## src/mfs_pkg.sv

```systemverilog
package mfs_pkg;
  // microword fields, leftmost field in the most significant bits
  typedef struct packed {
    logic [4:0] src_a;
    logic [4:0] store;
    logic [4:0] func;
    logic [4:0] skip;
    logic [2:0] shift;
    logic [4:0] special;
    logic [3:0] src_b;
  } mfs_word_t;

  // store and special actions driven toward the datapath and memory control
  typedef struct packed {
    logic [4:0] store;
    logic [4:0] special;
    logic [4:0] mcu_option;
    logic       mem_start;
    logic       high_bus_store;
  } mfs_exec_t;

  localparam int        ADDR_W          = 12;
  localparam mfs_word_t NOP_WORD        = 32'hFFFF_FFFF;
  localparam logic [4:0] FIELD_NOP      = 5'h1F;
  localparam logic [3:0] SRC_B_NOP      = 4'hF;
  localparam logic [2:0] SHIFT_NOP      = 3'h7;
  // function codes
  localparam logic [4:0] FN_SUB_JUMP    = 5'h04;
  localparam logic [4:0] FN_JUMP        = 5'h0C;
  localparam logic [4:0] FN_CONST_XOR   = 5'h02;
  localparam logic [4:0] FN_CONST_AND   = 5'h03;
  localparam logic [4:0] FN_CONST_OR    = 5'h12;
  localparam logic [4:0] FN_CONST       = 5'h13;
  localparam logic [4:0] FN_REPEAT      = 5'h15;
  // store codes that select the memory option format
  localparam logic [4:0] ST_LOW_BUS     = 5'h04;
  localparam logic [4:0] ST_POINTER_BUS = 5'h05;
  localparam logic [4:0] ST_HIGH_BUS    = 5'h06;
  // skip codes; codes below the limit test result bus data
  localparam logic [4:0] SK_DATA_LIMIT  = 5'h0C;
  localparam logic [4:0] SK_CTR_MAX     = 5'h1B;
  localparam logic [4:0] SK_UNCOND      = 5'h1E;
  localparam logic [4:0] SP_INC_CTR     = 5'h0B;
  localparam logic [4:0] CTR_MAX        = 5'h1F;
  // alu select codes for the constant variants
  localparam logic [3:0] ALU_ADD        = 4'h9;
  localparam logic [3:0] ALU_OR         = 4'h8;
  localparam logic [3:0] ALU_AND        = 4'hD;
  localparam logic [3:0] ALU_XOR        = 4'h6;
  // register map, byte addresses
  localparam logic [3:0] REG_CTRL       = 4'h0;
  localparam logic [3:0] REG_START      = 4'h4;
  localparam logic [3:0] REG_STATUS     = 4'h8;
  localparam logic [3:0] REG_SAVE       = 4'hC;
  localparam logic       CTRL_RESET     = 1'b0;
endpackage : mfs_pkg

```

## src/mfs_sequencer.sv

```systemverilog
`timescale 1ns/1ps
// How it works
// - microword fields at fixed 32-bit positions
// - function or store code picks format
// - rank1 holds I, address I+1, rank2 I-1
// - source fields come straight from rank1
// - function then shift act from rank2
// - met skip NOPs rank1 one cycle
// - store executes with address I+3 loaded
// - jump uses bits 20-31 as target
// - jump or call only when condition holds
// - data-dependent jump freezes one cycle first
// - constant word loads bits 16-31 into B
// - constant variants give fixed alu codes
// - constant result stored by store field
// - repeat loads count from skip field
// - increment and counter-maximum drive the repeat
// - bus stores turn special into memory option
// - low and pointer stores start memory
// - high bus store drives central data bus
module mfs_sequencer (
  input  wire logic                     clk_i,
  input  wire logic                     rst_i,
  input  wire logic                     wb_cyc_i,
  input  wire logic                     wb_stb_i,
  input  wire logic                     wb_we_i,
  input  wire logic [3:0]               wb_adr_i,
  input  wire logic [3:0]               wb_sel_i,
  input  wire logic [31:0]              wb_dat_i,
  output logic      [31:0]              wb_dat_o,
  output logic                          wb_ack_o,
  input  wire mfs_pkg::mfs_word_t       rom_data_i,
  input  wire logic                     skip_met_i,
  output logic [mfs_pkg::ADDR_W-1:0]    rom_addr_o,
  output logic [4:0]                    src_a_o,
  output logic [3:0]                    src_b_o,
  output logic                          const_load_o,
  output logic [15:0]                   constant_o,
  output logic [4:0]                    function_o,
  output logic [3:0]                    alu_select_code_o,
  output logic [2:0]                    shift_o,
  output logic [4:0]                    skip_code_o,
  output mfs_pkg::mfs_exec_t            exec_o,
  output logic [mfs_pkg::ADDR_W-1:0]    save_addr_o
);
  mfs_pkg::mfs_word_t         rank1, rank2;          // output_rank_first / second
  mfs_pkg::mfs_exec_t         exec_stage;
  logic [mfs_pkg::ADDR_W-1:0] microaddress_register, save_addr;        // microaddress_register
  logic [4:0]                 rep_ctr;
  logic                       repeating, frozen, run, ack;

  // rank1 decode: constant words drop the B field and carry a constant
  wire r1_const = rank1.func == mfs_pkg::FN_CONST || rank1.func == mfs_pkg::FN_CONST_OR ||
                  rank1.func == mfs_pkg::FN_CONST_AND || rank1.func == mfs_pkg::FN_CONST_XOR;

  // rank2 format decode
  wire r2_jump  = rank2.func == mfs_pkg::FN_JUMP || rank2.func == mfs_pkg::FN_SUB_JUMP;
  wire r2_call  = rank2.func == mfs_pkg::FN_SUB_JUMP;
  wire r2_const = rank2.func == mfs_pkg::FN_CONST || rank2.func == mfs_pkg::FN_CONST_OR ||
                  rank2.func == mfs_pkg::FN_CONST_AND || rank2.func == mfs_pkg::FN_CONST_XOR;
  wire r2_rep   = rank2.func == mfs_pkg::FN_REPEAT;
  wire r2_bus   = rank2.store == mfs_pkg::ST_LOW_BUS || rank2.store == mfs_pkg::ST_POINTER_BUS ||
                  rank2.store == mfs_pkg::ST_HIGH_BUS;
  wire r2_plain = !r2_jump && !r2_const && !r2_rep;  // operate or memory option format
  wire ctr_max  = rep_ctr == mfs_pkg::CTR_MAX;
  wire [mfs_pkg::ADDR_W-1:0] target = rank2[11:0];   // bits 20-31

  // skip condition: counter, unconditional and no-op codes are local, the rest come from the datapath
  wire cond_met = (rank2.skip == mfs_pkg::SK_CTR_MAX) ? ctr_max :
                  (rank2.skip == mfs_pkg::SK_UNCOND)  ? 1'b1 :
                  (rank2.skip == mfs_pkg::FIELD_NOP)  ? 1'b0 : skip_met_i;
  wire data_dep = rank2.skip < mfs_pkg::SK_DATA_LIMIT;

  // freeze gives the result bus one cycle to settle before a data
  wire need_freeze = run && r2_jump && data_dep && !frozen;
  wire hold        = !run || need_freeze;
  wire take_jump   = !hold && r2_jump && cond_met;
  wire take_skip   = !hold && r2_plain && !repeating && cond_met;
  wire rep_end     = repeating && rank2.skip == mfs_pkg::SK_CTR_MAX && ctr_max;
  wire rep_hold    = r2_rep || (repeating && !rep_end);
  wire inc_ctr     = !hold && r2_plain && !r2_bus && rank2.special == mfs_pkg::SP_INC_CTR;

  // register bus decode; writes take effect on the acking edge
  wire wb_req    = wb_cyc_i && wb_stb_i;
  wire wr_en     = wb_req && wb_we_i && ack;
  wire wr_ctrl   = wr_en && wb_adr_i == mfs_pkg::REG_CTRL && wb_sel_i[0];
  wire wr_start  = wr_en && wb_adr_i == mfs_pkg::REG_START && wb_sel_i[0] && wb_sel_i[1];
  wire [31:0] status = {12'h000, frozen, repeating, 1'b0, rep_ctr, microaddress_register};
  wire [31:0] rd_mux = (wb_adr_i == mfs_pkg::REG_CTRL)   ? {31'h0000_0000, run} :
                       (wb_adr_i == mfs_pkg::REG_STATUS) ? status :
                       (wb_adr_i == mfs_pkg::REG_SAVE)   ? {20'h0_0000, save_addr} : 32'h0000_0000;

  // pipeline advance: address runs two words ahead of execution
  wire [mfs_pkg::ADDR_W-1:0] next_rar =
    wr_start  ? wb_dat_i[mfs_pkg::ADDR_W-1:0] :
    hold      ? microaddress_register :
    take_jump ? target :
    rep_hold  ? microaddress_register : mfs_pkg::ADDR_W'(microaddress_register + 1'b1);
  wire mfs_pkg::mfs_word_t next_rank1 =
    wr_start  ? mfs_pkg::NOP_WORD :
    hold      ? rank1 :
    take_jump ? mfs_pkg::NOP_WORD :
    rep_hold  ? rank1 : rom_data_i;                                 // repeated word stays
  // rank1 still holds a copy of the repeated word when a repeat ends; a bubble keeps it from running once more
  wire mfs_pkg::mfs_word_t next_rank2 =
    wr_start  ? mfs_pkg::NOP_WORD :
    hold      ? rank2 :
    (take_jump || take_skip || rep_end) ? mfs_pkg::NOP_WORD : rank1;

  // store and special decode of the word leaving rank2
  mfs_pkg::mfs_exec_t next_exec;
  always_comb begin
    next_exec = {mfs_pkg::FIELD_NOP, mfs_pkg::FIELD_NOP, mfs_pkg::FIELD_NOP, 1'b0, 1'b0};
    if (!hold && !wr_start) begin
      next_exec.store = rank2.store;
      if (r2_bus) begin
        next_exec.mcu_option     = rank2.special;
        next_exec.mem_start      = rank2.store != mfs_pkg::ST_HIGH_BUS;
        next_exec.high_bus_store = rank2.store == mfs_pkg::ST_HIGH_BUS;
      end else if (r2_plain) begin
        next_exec.special = rank2.special;
      end
    end
  end

  // sequencer state
  always_ff @(posedge clk_i) begin
    if (rst_i) begin
      microaddress_register   <= '0;
      rank1 <= mfs_pkg::NOP_WORD;
      rank2 <= mfs_pkg::NOP_WORD;
      exec_stage <= {mfs_pkg::FIELD_NOP, mfs_pkg::FIELD_NOP, mfs_pkg::FIELD_NOP, 1'b0, 1'b0};
    end else begin
      microaddress_register   <= next_rar;
      rank1 <= next_rank1;
      rank2 <= next_rank2;
      exec_stage <= next_exec;
    end
  end

  // repeat counter, freeze flag and return address
  always_ff @(posedge clk_i) begin
    if (rst_i || wr_start) begin
      rep_ctr   <= '0;
      repeating <= 1'b0;
      frozen    <= 1'b0;
    end else begin
      frozen <= need_freeze;
      if (!hold && r2_rep) begin
        rep_ctr   <= rank2.skip;
        repeating <= 1'b1;
      end else begin
        if (inc_ctr) rep_ctr <= rep_ctr + 1'b1;
        if (!hold && rep_end) repeating <= 1'b0;
      end
    end
  end

  always_ff @(posedge clk_i) begin
    if (rst_i) save_addr <= '0;
    else if (take_jump && r2_call) save_addr <= mfs_pkg::ADDR_W'(microaddress_register - 1'b1);
  end

  // wishbone slave: one wait state, ack dropped the cycle after it is given
  always_ff @(posedge clk_i) begin
    if (rst_i) begin
      ack      <= 1'b0;
      wb_dat_o <= 32'h0000_0000;
      run      <= mfs_pkg::CTRL_RESET;
    end else begin
      ack      <= wb_req && !ack;
      wb_dat_o <= rd_mux;
      if (wr_ctrl) run <= wb_dat_i[0];
    end
  end

  // outputs toward rom and datapath
  assign wb_ack_o     = ack;
  assign rom_addr_o   = microaddress_register;
  assign src_a_o      = rank1.src_a;
  assign src_b_o      = r1_const ? mfs_pkg::SRC_B_NOP : rank1.src_b;
  assign const_load_o = r1_const;
  assign constant_o   = rank1[15:0];
  assign function_o   = rank2.func;
  assign alu_select_code_o =
    (rank2.func == mfs_pkg::FN_CONST)     ? mfs_pkg::ALU_ADD :
    (rank2.func == mfs_pkg::FN_CONST_OR)  ? mfs_pkg::ALU_OR :
    (rank2.func == mfs_pkg::FN_CONST_AND) ? mfs_pkg::ALU_AND :
    (rank2.func == mfs_pkg::FN_CONST_XOR) ? mfs_pkg::ALU_XOR : 4'h0;
  assign shift_o      = (r2_jump || r2_const) ? mfs_pkg::SHIFT_NOP : rank2.shift;
  assign skip_code_o  = rank2.skip;
  assign exec_o       = exec_stage;
  assign save_addr_o  = save_addr;

  // checks
  rank_advance_a: assert property (@(posedge clk_i) disable iff (rst_i)
    (run && !need_freeze && !take_jump && !rep_hold && !wr_start) |=> microaddress_register == $past(microaddress_register) + 12'h001)
    else $error("address did not advance");
  store_timing_a: assert property (@(posedge clk_i) disable iff (rst_i)
    (!hold && !wr_start && r2_plain && !r2_bus) |=> exec_o.store == $past(rank2.store))
    else $error("store not one stage behind rank2");
  skip_nop_a: assert property (@(posedge clk_i) disable iff (rst_i)
    (take_skip && !wr_start) |=> rank2 == mfs_pkg::NOP_WORD)
    else $error("skip did not squash next word");
  jump_target_a: assert property (@(posedge clk_i) disable iff (rst_i)
    (take_jump && !wr_start) |=> microaddress_register == $past(rank2[11:0]) && rank1 == mfs_pkg::NOP_WORD)
    else $error("jump target not loaded");
  jump_cond_a: assert property (@(posedge clk_i) disable iff (rst_i)
    (run && !wr_start && r2_jump && !data_dep && !cond_met) |=> microaddress_register == $past(microaddress_register) + 12'h001)
    else $error("jump taken without condition");
  freeze_once_a: assert property (@(posedge clk_i) disable iff (rst_i)
    (need_freeze && !wr_start) |=> frozen && microaddress_register == $past(microaddress_register) ##1 !frozen)
    else $error("freeze not exactly one cycle");
  const_alu_a: assert property (@(posedge clk_i) disable iff (rst_i)
    (rank2.func == mfs_pkg::FN_CONST_AND) |-> alu_select_code_o == 4'hD && shift_o == 3'h7)
    else $error("constant alu code wrong");
  const_src_a: assert property (@(posedge clk_i) disable iff (rst_i)
    r1_const |-> src_b_o == 4'hF && const_load_o && constant_o == rank1[15:0])
    else $error("constant not routed");
  repeat_load_a: assert property (@(posedge clk_i) disable iff (rst_i)
    (!hold && r2_rep && !wr_start) |=> repeating && rep_ctr == $past(rank2.skip) && microaddress_register == $past(microaddress_register))
    else $error("repeat count not loaded");
  bus_option_a: assert property (@(posedge clk_i) disable iff (rst_i)
    (!hold && !wr_start && r2_plain && r2_bus) |=> exec_o.special == 5'h1F
      && exec_o.mcu_option == $past(rank2.special) && (exec_o.mem_start != exec_o.high_bus_store))
    else $error("memory option not routed");

  // pipeline movement
  rank_load_a: assert property (@(posedge clk_i) disable iff (rst_i)
    (!hold && !wr_start && !take_jump && !rep_hold) |=> rank1 == $past(rom_data_i))
    else $error("rank1 not loaded from rom");
  rank_follow_a: assert property (@(posedge clk_i) disable iff (rst_i)
    (!hold && !wr_start && !take_jump && !take_skip && !rep_end) |=> rank2 == $past(rank1))
    else $error("rank2 did not follow rank1");
  hold_stall_a: assert property (@(posedge clk_i) disable iff (rst_i)
    (hold && !wr_start) |=> microaddress_register == $past(microaddress_register) && rank1 == $past(rank1) && rank2 == $past(rank2))
    else $error("pipeline moved while held");
  data_test_a: assert property (@(posedge clk_i) disable iff (rst_i)
    (need_freeze && !wr_start) |=> frozen && rank2 == $past(rank2) && exec_o.store == mfs_pkg::FIELD_NOP)
    else $error("data jump not frozen");

  // field routing
  src_route_a: assert property (@(posedge clk_i) disable iff (rst_i)
    !r1_const |-> src_b_o == rank1.src_b && src_a_o == rank1.src_a)
    else $error("source fields not from rank1");
  shift_pass_a: assert property (@(posedge clk_i) disable iff (rst_i)
    (!r2_jump && !r2_const) |-> shift_o == rank2.shift && function_o == rank2.func)
    else $error("shift or function not from rank2");
  jump_shift_a: assert property (@(posedge clk_i) disable iff (rst_i)
    r2_jump |-> shift_o == mfs_pkg::SHIFT_NOP && alu_select_code_o == 4'h0)
    else $error("jump target bits decoded as fields");
  const_shift_a: assert property (@(posedge clk_i) disable iff (rst_i)
    r2_const |-> shift_o == mfs_pkg::SHIFT_NOP)
    else $error("constant bits decoded as shift");
  const_special_a: assert property (@(posedge clk_i) disable iff (rst_i)
    (!hold && !wr_start && r2_const) |=> exec_o.special == mfs_pkg::FIELD_NOP)
    else $error("constant bits decoded as special");
  const_add_a: assert property (@(posedge clk_i) disable iff (rst_i)
    (rank2.func == mfs_pkg::FN_CONST) |-> alu_select_code_o == 4'h9)
    else $error("constant add code wrong");
  const_or_a: assert property (@(posedge clk_i) disable iff (rst_i)
    (rank2.func == mfs_pkg::FN_CONST_OR) |-> alu_select_code_o == 4'h8)
    else $error("constant or code wrong");
  const_xor_a: assert property (@(posedge clk_i) disable iff (rst_i)
    (rank2.func == mfs_pkg::FN_CONST_XOR) |-> alu_select_code_o == 4'h6)
    else $error("constant xor code wrong");
  operate_special_a: assert property (@(posedge clk_i) disable iff (rst_i)
    (!hold && !wr_start && r2_plain && !r2_bus) |=> exec_o.special == $past(rank2.special) && !exec_o.mem_start)
    else $error("operate word special not passed");

  // jumps and calls
  uncond_jump_a: assert property (@(posedge clk_i) disable iff (rst_i)
    (!hold && !wr_start && r2_jump && rank2.skip == mfs_pkg::SK_UNCOND) |=> microaddress_register == $past(rank2[11:0]))
    else $error("unconditional jump not taken");
  call_save_a: assert property (@(posedge clk_i) disable iff (rst_i)
    (take_jump && r2_call) |=> save_addr_o == $past(microaddress_register) - 12'h001)
    else $error("return address not saved");
  jump_keep_a: assert property (@(posedge clk_i) disable iff (rst_i)
    (take_jump && !r2_call) |=> save_addr_o == $past(save_addr_o))
    else $error("plain jump changed return address");

  // repeat
  repeat_hold_a: assert property (@(posedge clk_i) disable iff (rst_i)
    (!hold && !wr_start && repeating && !rep_end && !take_jump) |=> microaddress_register == $past(microaddress_register) && rank1 == $past(rank1))
    else $error("repeated word not held");
  counter_inc_a: assert property (@(posedge clk_i) disable iff (rst_i)
    (inc_ctr && !wr_start) |=> rep_ctr == $past(rep_ctr) + 5'h01)
    else $error("repeat counter did not step");
  repeat_end_a: assert property (@(posedge clk_i) disable iff (rst_i)
    (!hold && !wr_start && rep_end && !r2_rep) |=> !repeating && rank2 == mfs_pkg::NOP_WORD)
    else $error("repeat did not end cleanly");

  // execution stage
  exec_idle_a: assert property (@(posedge clk_i) disable iff (rst_i)
    (hold || wr_start) |=> exec_o.store == mfs_pkg::FIELD_NOP && !exec_o.mem_start && !exec_o.high_bus_store)
    else $error("store executed while held");
  mem_start_a: assert property (@(posedge clk_i) disable iff (rst_i)
    (!hold && !wr_start && r2_bus && rank2.store != mfs_pkg::ST_HIGH_BUS) |=> exec_o.mem_start)
    else $error("memory operation not started");
  high_bus_a: assert property (@(posedge clk_i) disable iff (rst_i)
    (!hold && !wr_start && rank2.store == mfs_pkg::ST_HIGH_BUS) |=> exec_o.high_bus_store && !exec_o.mem_start)
    else $error("high bus store not driven");
endmodule : mfs_sequencer

```

## config.mk

```make
export PLATFORM = sky130hd
export DESIGN_NAME = mfs_sequencer
export DESIGN_NICKNAME = d
export VERILOG_FILES = /design/src/mfs_pkg.sv /design/src/mfs_sequencer.sv
export SDC_FILE = /design/constraint.sdc
export NUM_CORES = 1
export LEC_CHECK = 0
export BUFFER_PORTS_ARGS = -buffer_cell sky130_fd_sc_hd__buf_2
export CAP_MARGIN = 20
export CORE_MARGIN = 1
export CORE_UTILIZATION = 53
export DETAILED_ROUTE_END_ITERATION = 8
export GPL_TIMING_DRIVEN = 0
export PLACE_DENSITY = 0.8
export RECOVER_POWER = 100
export SETUP_SLACK_MARGIN = 0.15
export SYNTH_ARGS = -nofsm -noshare
export SYNTH_HDL_FRONTEND = slang
export SYNTH_SLANG_ARGS = --single-unit
```

## constraint.sdc

```tcl
create_clock -name clk_i -period 6.2 [get_ports clk_i]
set_clock_uncertainty 0.1 [all_clocks]
set_input_delay 0.31 -clock clk_i [delete_from_list [all_inputs] [get_ports clk_i]]
set_output_delay 0.31 -clock clk_i [all_outputs]
set_load 0.02 [all_outputs]
```

; ---- After elaboration in Yosys (flattened, before gate mapping)
; Cells that the tools add are included.
[op_classes]
n_addsub = 3
order_cmp = 1
eq_ne = 26
muxes = 23
n_bitwise = 4
reduce_logical = 65
[op_table]
columns = operator, count
row1 = $mux W32, 2
row2 = $mux W12, 5
row3 = $eq A5 B5 Y1 const B, 9
row4 = $logic_and A1 B1 Y1, 28
row5 = $mux W27, 1
row6 = $eq A5 B2 Y1 const B, 4
row7 = $eq A5 B3 Y1 const B, 4
row8 = $mux W20, 1
row9 = $mux W4, 4
row10 = $logic_or A1 B1 Y1, 15
row11 = $add A12 B1 Y12 const B, 1
row12 = $sub A12 B1 Y12 const B, 1
row13 = $logic_not A1 Y1, 11
row14 = $eq A5 B4 Y1 const B, 2
row15 = $mux W5, 2
row16 = $eq A4 B4 Y1 const B, 2
row17 = $mux W1, 6
row18 = $mux W3, 2
row19 = $reduce_or A2 Y1, 3
row20 = $reduce_or A3 Y1, 2
row21 = $add A5 B1 Y5 const B, 1
row22 = $lt A5 B4 Y1 const B, 1
row23 = $ne A5 B3 Y1 const B, 1
row24 = $eq A4 B3 Y1 const B, 1
row25 = 8 further kinds, 13
[word_totals]
register_bits = 141
inputBits = 78
output_inout_bits = 117
elab_cells = 150

; ---- Logic depth before layout (Yosys ltp)
; Gate-level depths: netlist of run 1.
[logic_depth]
word_depth = 13
mapped_depth = 10
ltp_nobuf = 9

; ---- Worst setup path after synthesis of run 1
; No wires, ideal clock.
[synth_timing]
kind = register -> register
startpoint = register rep_ctr[0]
endpoint = register microaddress_register, in the netlist rom_addr_o[9]
setup_time_ns = 0.123
arrival_ns = 1.992
required_ns = 5.977
slack_ns = 3.985
path_stages_with_launch = 11
n_path_buf = 1
synth_period_minus_slack_ns = 2.215
path_cell_list = dfxtp_1 -> ha_1 -> and3_1 -> ha_1 -> nand2b_1 -> o21a_1 -> or3_1 -> buf_6 -> nor3_1 -> xnor2_1 -> o21ai_1
[synth_via]
elab_chain_cells = 7
word_cells_on_any_way = 12
classes_between = eq/ne (2) / mux (4) / reduce/logical (6)
[synth_lines]
columns = item, line_no
row1 = start: declaration, mfs_sequencer.sv:49  ; logic [4:0] rep_ctr;
row2 = start signal: assignment, mfs_sequencer.sv:150  ; rep_ctr <= rank2.skip;
row3 = start signal: assignment, mfs_sequencer.sv:153  ; if (inc_ctr) rep_ctr <= rep_ctr + 1'b1;
row4 = $eq A5 B5 Y1 *, mfs_sequencer.sv:65  ; wire ctr_max = rep_ctr == mfs_pkg::CTR_MAX;
row5 = $logic_and A1 B1 Y1, mfs_sequencer.sv:79  ; wire rep_end = repeating && rank2.skip == mfs_pkg::SK_CTR_MAX && ctr_max;
row6 = $logic_not A1 Y1, mfs_sequencer.sv:80  ; wire rep_hold = r2_rep || (repeating && !rep_end);
row7 = $logic_and A1 B1 Y1, mfs_sequencer.sv:80
row8 = $logic_or A1 B1 Y1, mfs_sequencer.sv:80
row9 = $ne A3 B2 Y1 (no source line), -
row10 = $reduce_and A2 Y1 (no source line), -
row11 = end signal: assignment, mfs_sequencer.sv:134  ; microaddress_register <= next_rar;
row12 = end: declaration, mfs_sequencer.sv:48  ; logic [mfs_pkg::ADDR_W-1:0] microaddress_register, save_addr;
; Every way passes the cells marked *; elsewhere a longest branch is shown, timed or not. The select of a mux whose other input is x is not followed.
; A chain may end at the register's enable or synchronous reset.

; ---- Final worst setup path of run 1
[layout_timing]
startpoint = register rank2, in the netlist function_o[4]
endpoint = register save_addr, in the netlist save_addr_o[10]
[layout_via]
elab_chain_cells = 10
word_cells_on_any_way = 11
classes_between = eq/ne (2) / reduce/logical (9)
[layout_lines]
columns = item, line_no
row1 = start: declaration, mfs_sequencer.sv:46  ; mfs_pkg::mfs_word_t rank1, rank2;
row2 = start signal: assignment, mfs_sequencer.sv:131  ; rank2 <= mfs_pkg::NOP_WORD;
row3 = start signal: assignment, mfs_sequencer.sv:136  ; rank2 <= next_rank2;
row4 = $eq A5 B4 Y1 or $eq A5 B3 Y1 (tied branches), "mfs_sequencer.sv:57, mfs_sequencer.sv:58"
row5 = $logic_or A1 B1 Y1, mfs_sequencer.sv:57  ; wire r2_jump = rank2.func == mfs_pkg::FN_JUMP || rank2.func == mfs_pkg::FN_SUB_JUMP;
row6 = $logic_and A1 B1 Y1 (3 in a row), mfs_sequencer.sv:75  ; wire need_freeze = run && r2_jump && data_dep && !frozen;
row7 = $logic_or A1 B1 Y1, mfs_sequencer.sv:76  ; wire hold = !run || need_freeze;
row8 = $logic_not A1 Y1, mfs_sequencer.sv:77  ; wire take_jump = !hold && r2_jump && cond_met;
row9 = $logic_and A1 B1 Y1 (2 in a row), mfs_sequencer.sv:77
row10 = $logic_and A1 B1 Y1 *, mfs_sequencer.sv:161  ; else if (take_jump && r2_call) save_addr <= mfs_pkg::ADDR_W'(microaddress_register - 1'b1);
row11 = end signal: assignment, mfs_sequencer.sv:161
row12 = end: declaration, mfs_sequencer.sv:48
; Every way passes the cells marked *; elsewhere a longest branch is shown, timed or not.

==> results.tsv, run 1 <==
metric	value	unit
outcome	finished, violations left	
failing checks	capacitance limit, slew limit	
crit-path max cell delay	1330	ps
Inserted Clock Buffers	17	
layout cells sized above 1	19.71	%
largest net degree at the start of global routing	17	
Total GRT Usage	31.78	%
maximum VDD drop	0.0001495	V
setup_tns	0	ps
drt via density	5.490	
Worst Reg-to-Reg Cells	7	
Die Ht	103.3	um
hpwl dp	10630	um
clock tree buffer depth	2	
Worst Slack Setup Final	2234	ps
FMAX	252.1	MHz
R2R Path End	save_addr_o[10]	
R2R Setup Slk	2230	ps
Antenna Nets Post-Route	0	
Syn Inst Count	594	
area of the multi-input gates	2320	um2
fin. max-slew vios	11	
synth-to-layout area growth	34.39	%
Syn Area/Cell	9.157	um2
Critical Path End	save_addr_o[10]	
filler instances	753	
nets@finish	911	
global route overflow	0	
synthesized area	5439	um2
worst reg2reg path startpoint	function_o[4]	
core area	9864	um2
CTS tree	yes	
sequential cell area	2562	um2
clk sink count	128	
Critical Path RT	6530	ps
max-cap violations	1	
Yosys top cell area share	47.11	%
worst slack, placed	3570	ps
Hold WC Path Type	input pin to register	
CP most frequent cell	nor2_1	
Period Utilization, post-route	63.97	%
die area	10670	um2
Die W	103.3	um
top-count cell post-synth	dfxtp_1	
Max transition margin	-6.822	%
Max stage delay cell, worst path	nor4b_1	
worst-skew pair later-pin latency	540	ps
DR vias	5353	
final core utilization	74.10	%
CTS clock-pin slew for the worst setup and hold paths	60	ps
Ys Warns	0	
vias in the first global route	4970	
initial core utilization	55.14	%
first-pass GRT wire length	25070	um
power after layout	0.001960	W
DRC	0	
P_leak	2.880	nW
Detailed Route Iter0 Violations	384	
nature of the critical path endpoint	register	
routed len/inst	16.69	um
maximum fanout along the worst path	10	
initial antenna violation count	0	
root buffer cell	clkbuf_8	
design area	7310	um2
first-pass iteration count of the detailed router	6	
fraction of registers with async set/reset	0	%
endpoints failing hold	0	
unrepaired setup endpoints after global routing	no	
leading area contributor after synthesis	dfxtp_1	
gpl congestion	0.9008	
Worst Setup SP	function_o[4]	
Antenna diodes	0	
Worst Max-Slew Pin Slew	1580	ps
I/O Pins	195	
commonest cells in the netlist	dfxtp_1, nand2_1, buf_4, nor2_1, nand3_1	
Worst Path Arrival	4300	ps
crit-path cells	nor4b_1 > nor3b_1 > nand3_4 > nor2_1 > clkbuf_1 > nor2_1 > a211oi_1	
dominant register cell in the synthesized netlist	dfxtp_1	
number of synthesized register bits	128	
DRT Wirelength	16280	um
Placed Area	6446	um2
Power Density	268.1	nW/um2
CP Launch Type	register	
IO Port Bufs	159	
postcts setup bufs	0	
Netlist cell types	58	
synth top area cells	dfxtp_1, buf_4, nand2_1, nand3_1, o22a_1	
CP Class	register to register	
Std-Cell Rows	36	
Setup-failing EPs final	0	
sequential share of the synthesized area	47.11	%
H-tree Lvls	4	
crit path time final	3966	ps
EDFF count, synth	0	
==> sequential cells by signal, summed over array words and instances, names as in the netlist <==
| name | cells |
|---|---|
| skip_code_o | 5 |
| wb_dat_o | 19 |
| function_o | 5 |
| run | 1 |
| wb_ack_o | 1 |
| repeating | 1 |
| rank1 | 11 |
| rank2 | 17 |
| src_a_o | 5 |
| rep_ctr | 5 |
| frozen | 1 |
| exec_o | 17 |
| constant_o | 16 |
| save_addr_o | 12 |
| rom_addr_o | 12 |
==> critical path, delay by kind of cell (launching register included) <==
| family | cells | cell delay, ps |
|---|---|---|
| DFF | 1 | 400 |
| and+or+nand+nor | 5 | 2650 |
| AOI/OAI and AO/OA | 1 | 280 |
| buffers and inverters | 1 | 430 |
==> cell usage in the layout (no fill, tap or decap), drive strengths merged, types with 11 or more instances in the layout <==
master       Yosys  layout
xnor2           13      13
nand3           46      46
a22oi           21      21
o22a            25      25
inv              7      11
buf             55     101
a211oi          13      13
conb             1      13
nand2           79      79
nor2            49      49
dfxtp          128     128
dlygate4sd3      0      45
or3             14      14
o21ai           12      12
or2             12      12
clkbuf          22     153
nor3            11      11
==> timing repair <==
item	4_1_cts	5_1_grt
endpoints found under the hold margin	43	1
resized for setup	0	0
hold buffers	44	1
==> power breakdown <==
group | total, W | switching (W) | internal, W | leakage (nW)
registers | 0.000823 | 0.000000277 | 0.000823 | 1.03
logic | 0.0000780 | 0.0000372 | 0.0000409 | 1.54
clock network | 0.00106 | 0.000388 | 0.000671 | 0.303
total | 0.00196 | 0.000425 | 0.00153 | 2.88
==> stage by stage <==
step / hold WS (ps) / std cells
finish: 53.10 / 975
detailed placement: 330.9 / 898
CTS: 7.063 / 974
global route: 62.47 / 975
floorplan: 328.3 / 606
global placement: 318.8 / 898
==> layout make-up <==
cell class | instances | area share (%)
plain buffers | 77 | 6.522
clock inverters | 14 | 2.807
repair buffers | 204 | 15.39
clock buffers | 18 | 5.854
multi-input cells | 394 | 31.74
flip-flops and latches | 128 | 35.06
inverters | 7 | 0.3595
well taps | 133 | 2.277
==> kinds of logic after synthesis <==
family                   share of synthesized area (%)
flip-flops                                       47.11
multiplexers                                    0.1840
adder cells (fa/ha/maj)                         0.9202
XOR/XNOR                                         3.543
other                                          0.06895
AO/OA/AOI/OAI                                    14.72
AND/OR/NAND/NOR                                  23.88
buffers and inverters                            9.570
==> layer usage <==
metal  GRT usage (%)  routed length (um)  share of wire [%]  vias up
met5               0                   0                  0        -
met1           37.01                6316                 39     2488
met3           9.745                1402                8.6       58
met2           52.21                7896                 49      302
li1                -                   -                  -     2505
met4           17.88                 661                4.1        0
==> worst min path at each step <==
| stage | startpoint | cells after the start | slack [ps] | end |
|---|---|---|---|---|
| floorplan | wb_stb_i | 2 | 330 | wb_ack_o |
| global placement | wb_ack_o | 1 | 320 | wb_ack_o |
| detailed placement | wb_ack_o | 1 | 330 | wb_ack_o |
| CTS | wb_dat_i[0] | 3 | 7 | run |
| global route | wb_dat_i[8] | 3 | 60 | rom_addr_o[8] |
| finish | wb_dat_i[7] | 3 | 50 | rom_addr_o[7] |
Power figures use the tool's default switching activity.
==> run 2: changes to the inputs <==
--- a/config.mk
+++ b/config.mk
@@ -5,13 +5,14 @@
 export SDC_FILE = /design/constraint.sdc
 export NUM_CORES = 1
 export LEC_CHECK = 0
+export ABC_AREA = 1
 export BUFFER_PORTS_ARGS = -buffer_cell sky130_fd_sc_hd__buf_2
 export CAP_MARGIN = 20
 export CORE_MARGIN = 1
-export CORE_UTILIZATION = 53
+export CORE_UTILIZATION = 46
 export DETAILED_ROUTE_END_ITERATION = 8
 export GPL_TIMING_DRIVEN = 0
-export PLACE_DENSITY = 0.8
+export PLACE_DENSITY = 0.72
 export RECOVER_POWER = 100
 export SETUP_SLACK_MARGIN = 0.15
 export SYNTH_ARGS = -nofsm -noshare
==> constraint.sdc (replaced) <==
create_clock -name clk_i -period 3.6 [get_ports clk_i]
set_clock_uncertainty 0.1 [all_clocks]
set_input_delay 0.18 -clock clk_i [delete_from_list [all_inputs] [get_ports clk_i]]
set_output_delay 0.18 -clock clk_i [all_outputs]
set_load 0.02 [all_outputs]
==> run 2 against run 1 <==
Sequential cell count stayed put. Sequential share of layout area is 2.5 points lower. Critical endpoint is now exec_o[8]. Worst setup slack worse by 1500 ps. The flow now finishes without violations. Design area rose by 7.8%. Worst hold slack lost 40 ps. Sequential power grew 73%.
==> results.tsv, run 2 <==
metric	value	unit	change
Detailed Route Iter0 Violations	426		was 384
worst-skew pair later-pin latency	420	ps	was 540 ps
Ys Warns	0		unchanged
first-pass iteration count of the detailed router	5		was 6
FMAX	344.7	MHz	
CP Class	input pin to register		was register to register
R2R Setup Slk	780	ps	was 2230 ps
nature of the critical path endpoint	register		unchanged
DRT Wirelength	16730	um	was 16280 um
max-cap violations	0		was 1
fraction of registers with async set/reset	0	%	unchanged
global route overflow	0		unchanged
largest reg by FF count	wb_dat_o		unchanged
Max transition margin	34.38	%	was -6.822%
Worst Max-Slew Pin Slew	975.3	ps	was 1580 ps
die area	13570	um2	was 10670 um2
sequential share of the synthesized area	42.51	%	was 47.11%
Power Density	417.8	nW/um2	was 268.1 nW/um2
DRC	0		unchanged
core area	12720	um2	was 9864 um2
Worst Path Arrival	3050	ps	was 4300 ps
nets@finish	1134		was 911
Critical Path RT	3750	ps	was 6530 ps
CTS tree	yes		unchanged
leading area contributor after synthesis	dfxtp_1		unchanged
Hold WC Path Type	input pin to register		unchanged
endpoints failing hold	0		unchanged
commonest cells in the netlist	nand2_1, dfxtp_1, nand3_1		was dfxtp_1, nand2_1, buf_4, nor2_1, nand3_1
Period Utilization, post-route	80.58	%	
maximum VDD drop	0.0002747	V	was 0.0001495 V
Syn Inst Count	824		was 594
initial antenna violation count	0		unchanged
max FFs per register	19		unchanged
WHS	12.77	ps	was 53.10 ps
Std-Cell Rows	41		was 36
CP Launch Type	input pin		was register
Yosys top cell area share	42.51	%	was 47.11%
clock tree buffer depth	2		unchanged
dominant register cell in the synthesized netlist	dfxtp_1		unchanged
top-count cell post-synth	nand2_1		was dfxtp_1
commonest non-fill, non-tap cell in the layout	nand2_1		was dfxtp_1
CTS clock-pin slew for the worst setup and hold paths	50	ps	was 60 ps
H-tree Lvls	4		unchanged
layout cells sized above 1	15.07	%	was 19.71%
vias in the first global route	5473		was 4970
Syn Area/Cell	7.316	um2	was 9.157 um2
clk sink count	128		unchanged
largest net degree at the start of global routing	17		unchanged
I/O Pins	195		unchanged
Placed Area	7079	um2	was 6446 um2
IO Port Bufs	158		was 159
synth top area cells	dfxtp_1, nand2_1, nand3_1, buf_4, o21ai_0		was dfxtp_1, buf_4, nand2_1, nand3_1, o22a_1
first-pass GRT wire length	26540	um	was 25070 um
gpl congestion	0.8488		was 0.9008
Die Ht	116.5	um	was 103.3 um
CTS resizes	0		unchanged
Antenna Nets Post-Route	0		unchanged
unrepaired setup endpoints after global routing	no		unchanged
filler instances	1257		was 753
Setup-failing EPs final	0		unchanged
fin. max-slew vios	0		was 11
initial core utilization	47.38	%	was 55.14%
power after layout	0.003292	W	was 0.001960 W
DR vias	6108		was 5353
outcome	completed		was finished, violations left
synth-to-layout area growth	30.72	%	was 34.39%
drt via density	4.950		was 5.490
maximum fanout along the worst path	8		was 10
synthesized area	6028	um2	was 5439 um2
root buffer cell	clkbuf_16		was clkbuf_8
routed len/inst	13.56	um	was 16.69 um
Die W	116.5	um	was 103.3 um
P_leak	3.477	nW	was 2.880 nW
Antenna diodes	0		unchanged
design area	7880	um2	was 7310 um2
EDFF count, synth	0		unchanged
hpwl dp	12010	um	was 10630 um
Netlist cell types	35		was 58
most frequent cells in the layout	nand2_1, clkbuf_1, dfxtp_1		was dfxtp_1, clkbuf_1, nand2_1
setup_tns	0	ps	unchanged
crit path time final	2901	ps	
Total GRT Usage	25.62	%	was 31.78%
number of synthesized register bits	128		unchanged
Inserted Clock Buffers	17		unchanged
[run 2: area by class of cell]
| type | count | area [um2] | share of cell area [%] |
|---|---|---|---|
| plain buffers | 90 | 536.8 | 6.812 |
| clock buffers | 23 | 498.0 | 6.319 |
| clock inverters | 6 | 105.1 | 1.334 |
| inverters | 83 | 311.5 | 3.954 |
| multi-input cells | 535 | 2596 | 32.95 |
| flip-flops and latches | 128 | 2562 | 32.52 |
| well taps | 172 | 215.2 | 2.731 |
| repair buffers | 197 | 1055 | 13.39 |
[run 2: per-layer routing]
metal | wire, um | part of all wire [%] | vias to the layer above | GRT usage [%]
met5 | 0 | 0 | - | 0
met4 | 272 | 1.6 | 0 | 9.145
met3 | 1213 | 7.2 | 22 | 6.175
met2 | 7773 | 46 | 228 | 42.05
met1 | 7471 | 45 | 2740 | 32.74
li1 | - | - | 3118 | -
[run 2: critical path, stage by stage]
cell and delay [ps]:
dlygate4sd3_1 530, buf_2 120, nand2_1 90, nor2_1 80, nand2_1 140, inv_1 170
nor2_1 540, inv_1 270, nor4_1 800, nand2_1 140
[run 2: cell families (layout without fill, tap and decap cells)]
family	after synthesis	in the layout	synth area share [%]
AO/OA/AOI/OAI	156	156	13.68
AND/OR/NAND/NOR	350	350	26.75
other	1	13	0.06221
buffers and inverters	173	399	14.43
flip-flops	128	128	42.51
XOR/XNOR	12	12	1.743
adder cells (fa/ha/maj)	4	4	0.8303
[run 2: final timing paths]
path                    start       endpoint  cells past startpoint
setup reg to reg     wb_ack_o      exec_o[8]                      8
hold / removal    wb_dat_i[1]  rom_addr_o[1]                      5
hold reg to reg    rep_ctr[4]   wb_dat_o[16]                      2
setup / recovery     wb_stb_i      exec_o[8]                     10
[run 2: per-stage QoR]
stage	utilization (%)	instances	setup slack [ps]
2_1_floorplan	-	836	1733
3_3_place_gp	55.65	1166	1294
3_5_place_dp	55.65	1166	1287
4_1_cts	63.45	1234	1238
5_1_grt	61.94	1234	535.5
6_report	61.94	1234	699.2
[run 2: what timing repair did]
| action | 4_1_cts | 5_1_grt |
|---|---|---|
| hold buffers | 39 | 0 |
| endpoints found under the hold margin | 38 | 0 |
| setup buffers | 0 | 0 |
| endpoints found under the setup margin | 0 | 0 |
[run 2: report_power, final]
part | internal (W) | switching, W | leakage [nW] | total [W]
combinational | 0.0000643 | 0.0000615 | 2.14 | 0.000126
sequential | 0.00142 | 0.000000836 | 1.03 | 0.00142
clock | 0.00116 | 0.000582 | 0.301 | 0.00175
total | 0.00265 | 0.000645 | 3.48 | 0.00329
==> run 3: changes to the inputs <==
--- a/config.mk
+++ b/config.mk
@@ -5,14 +5,14 @@
 export SDC_FILE = /design/constraint.sdc
 export NUM_CORES = 1
 export LEC_CHECK = 0
-export ABC_AREA = 1
+export ABC_AREA = 0
 export BUFFER_PORTS_ARGS = -buffer_cell sky130_fd_sc_hd__buf_2
 export CAP_MARGIN = 20
 export CORE_MARGIN = 1
-export CORE_UTILIZATION = 46
+export CORE_UTILIZATION = 50
 export DETAILED_ROUTE_END_ITERATION = 8
 export GPL_TIMING_DRIVEN = 0
-export PLACE_DENSITY = 0.72
+export PLACE_DENSITY = 0.76
 export RECOVER_POWER = 100
 export SETUP_SLACK_MARGIN = 0.15
 export SYNTH_ARGS = -nofsm -noshare
==> constraint.sdc (replaced) <==
create_clock -name clk_i -period 2.8 [get_ports clk_i]
set_clock_uncertainty 0.1 [all_clocks]
set_input_delay 0.14 -clock clk_i [delete_from_list [all_inputs] [get_ports clk_i]]
set_output_delay 0.14 -clock clk_i [all_outputs]
set_load 0.02 [all_outputs]
==> run 3 against run 2 <==
Sequential share of layout area is 2.3 points higher. Total power is 20% higher. Critical path depth is 4 lower. Wire length is 6.4% lower. Die area is 17% lower. Combinational power is 42% higher. Clock power is 11% higher. Design area is 6.7% lower. First-iteration DRC count is 7.7% higher. Critical endpoint is now skip_code_o[3]. Register-to-register slack worse by 560 ps. Core utilization is 8.7 points higher.
==> results.tsv, run 3 (synthesis results as in run 1) <==
metric	value	unit	change
worst-skew pair later-pin latency	520	ps	was 420 ps
R2R Setup Slk	220	ps	was 780 ps
crit path time final	2579	ps	
die area	11300	um2	was 13570 um2
gpl congestion	0.8733		was 0.8488
worst slack, placed	117.7	ps	was 1287 ps
worst reg2reg path startpoint	function_o[4]		was wb_ack_o
drt via density	5.336		was 4.950
postcts setup bufs	0		unchanged
CTS tree	yes		unchanged
nets@finish	921		was 1134
DRC	0		unchanged
Hold WC Path Type	input pin to register		unchanged
final core utilization	70.61	%	was 61.94%
Worst Hold Endpoint	skip_code_o[4]		was rom_addr_o[1]
routed len/inst	15.89	um	was 13.56 um
P_leak	2.923	nW	was 3.477 nW
Antenna Nets Post-Route	0		unchanged
outcome	completed		unchanged
hold path startpoint	skip_met_i		was wb_dat_i[1]
clk sink count	128		unchanged
nature of the critical path endpoint	register		unchanged
non-filler cells, final	986		was 1234
Detailed Route Iter0 Violations	459		was 426
Total GRT Usage	28.29	%	was 25.62%
initial antenna violation count	0		unchanged
maximum VDD drop	0.0004256	V	was 0.0002747 V
Worst Path Arrival	2880	ps	was 3050 ps
setup_tns	0	ps	unchanged
Max transition margin	53.67	%	was 34.38%
Period Utilization, post-route	92.11	%	
DRT Wirelength	15660	um	was 16730 um
Post-Place Cells	901		was 1166
H-tree Lvls	4		unchanged
Antenna diodes	0		unchanged
root buffer cell	clkbuf_8		was clkbuf_16
FMAX	387.7	MHz	
Std-Cell Rows	37		was 41
synth-to-layout area growth	35.22	%	was 30.72%
commonest non-fill, non-tap cell in the layout	dfxtp_1		was nand2_1
Inserted Clock Buffers	17		unchanged
max-cap violations	0		unchanged
hold path depth	4		was 5
clock tree buffer depth	2		unchanged
Die W	106.3	um	was 116.5 um
Setup-failing EPs final	0		unchanged
fin. max-slew vios	0		unchanged
first-pass iteration count of the detailed router	6		was 5
first-pass GRT wire length	24650	um	was 26540 um
largest reg by FF count	wb_dat_o		unchanged
Power Density	536.2	nW/um2	was 417.8 nW/um2
Worst Reg-to-Reg Cells	6		was 8
CTS clock-pin slew for the worst setup and hold paths	60	ps	was 50 ps
Die Ht	106.3	um	was 116.5 um
core area	10420	um2	was 12720 um2
DR vias	5261		was 6108
most frequent cells in the layout	dfxtp_1, clkbuf_1, nand2_1		was nand2_1, clkbuf_1, dfxtp_1
initial core utilization	52.22	%	was 47.38%
CP Launch Type	register		was input pin
I/O Pins	195		unchanged
Critical Path RT	3100	ps	was 3750 ps
R2R Path End	skip_code_o[3]		was exec_o[8]
power after layout	0.003944	W	was 0.003292 W
layout cells sized above 1	20.47	%	was 15.07%
hpwl dp	10710	um	was 12010 um
filler instances	860		was 1257
maximum fanout along the worst path	10		was 8
Worst Max-Slew Pin Slew	693.5	ps	was 975.3 ps
unrepaired setup endpoints after global routing	no		unchanged
IO Port Bufs	159		was 158
max FFs per register	19		unchanged
CP Class	register to register		was input pin to register
global route overflow	0		unchanged
largest net degree at the start of global routing	17		unchanged
vias in the first global route	4985		was 5473
Worst Slack Setup Final	220.8	ps	was 699.2 ps
endpoints failing hold	0		unchanged
[run 3: worst max-delay path by stage]
stage | start | end | cells after the start
after CTS | rep_ctr[0] | rom_addr_o[6] | 10
after detailed placement | rep_ctr[0] | rank1[25] | 9
after global routing | function_o[4] | rank2[9] | 6
after global placement | rep_ctr[0] | rank1[23] | 9
after floorplan | rep_ctr[0] | rom_addr_o[9] | 10
final | function_o[4] | skip_code_o[3] | 6
[run 3: final cells by class]
type	count	area [um2]	share of cell area, %
sequential	128	2562	34.84
multi-input combinational	394	2355	32.02
timing repair buffer	214	1225	16.66
clock buffer	25	494.2	6.720
buffer	77	491.7	6.686
tap	136	170.2	2.314
clock inverter	5	30.03	0.4083
inverter	7	26.28	0.3573
[run 3: timing repair]
item / CTS / global route
setup endpoints to repair: 5 / 13
hold buffers: 55 / 0
gates resized for setup: 1 / 5
hold endpoints to repair: 49 / 0
[run 3: power by group]
group          leakage, nW  total, W  switching [W]  internal [W]
combinational         1.63  0.000179      0.0000823     0.0000967
clock                0.256   0.00194       0.000751       0.00119
sequential            1.03   0.00182    0.000000657       0.00182
[run 3: layer usage]
metal  track usage, %  wire length [um]  up-vias
met5                0                 0        -
met4            12.90               437        0
met3            6.683              1135       39
met2            48.01              7718      251
met1            33.76              6373     2453
li1                 -                 -     2518
[run 3: through the flow]
stage	instance area (um2)	hold WS (ps)
after detailed placement	6450	251.3
after floorplan	5484	158.3
after CTS	7527	79.49
after global routing	7355	101.8
after global placement	6450	249.5
final	7355	78.44
[run 3: critical path, stage by stage, from the launching register on]
cell and delay, ps:
dfxtp_1 400, nor4b_4 600, nor4_1 130, o311ai_2 320, nand3_1 340, clkbuf_2 320
o22a_1 250
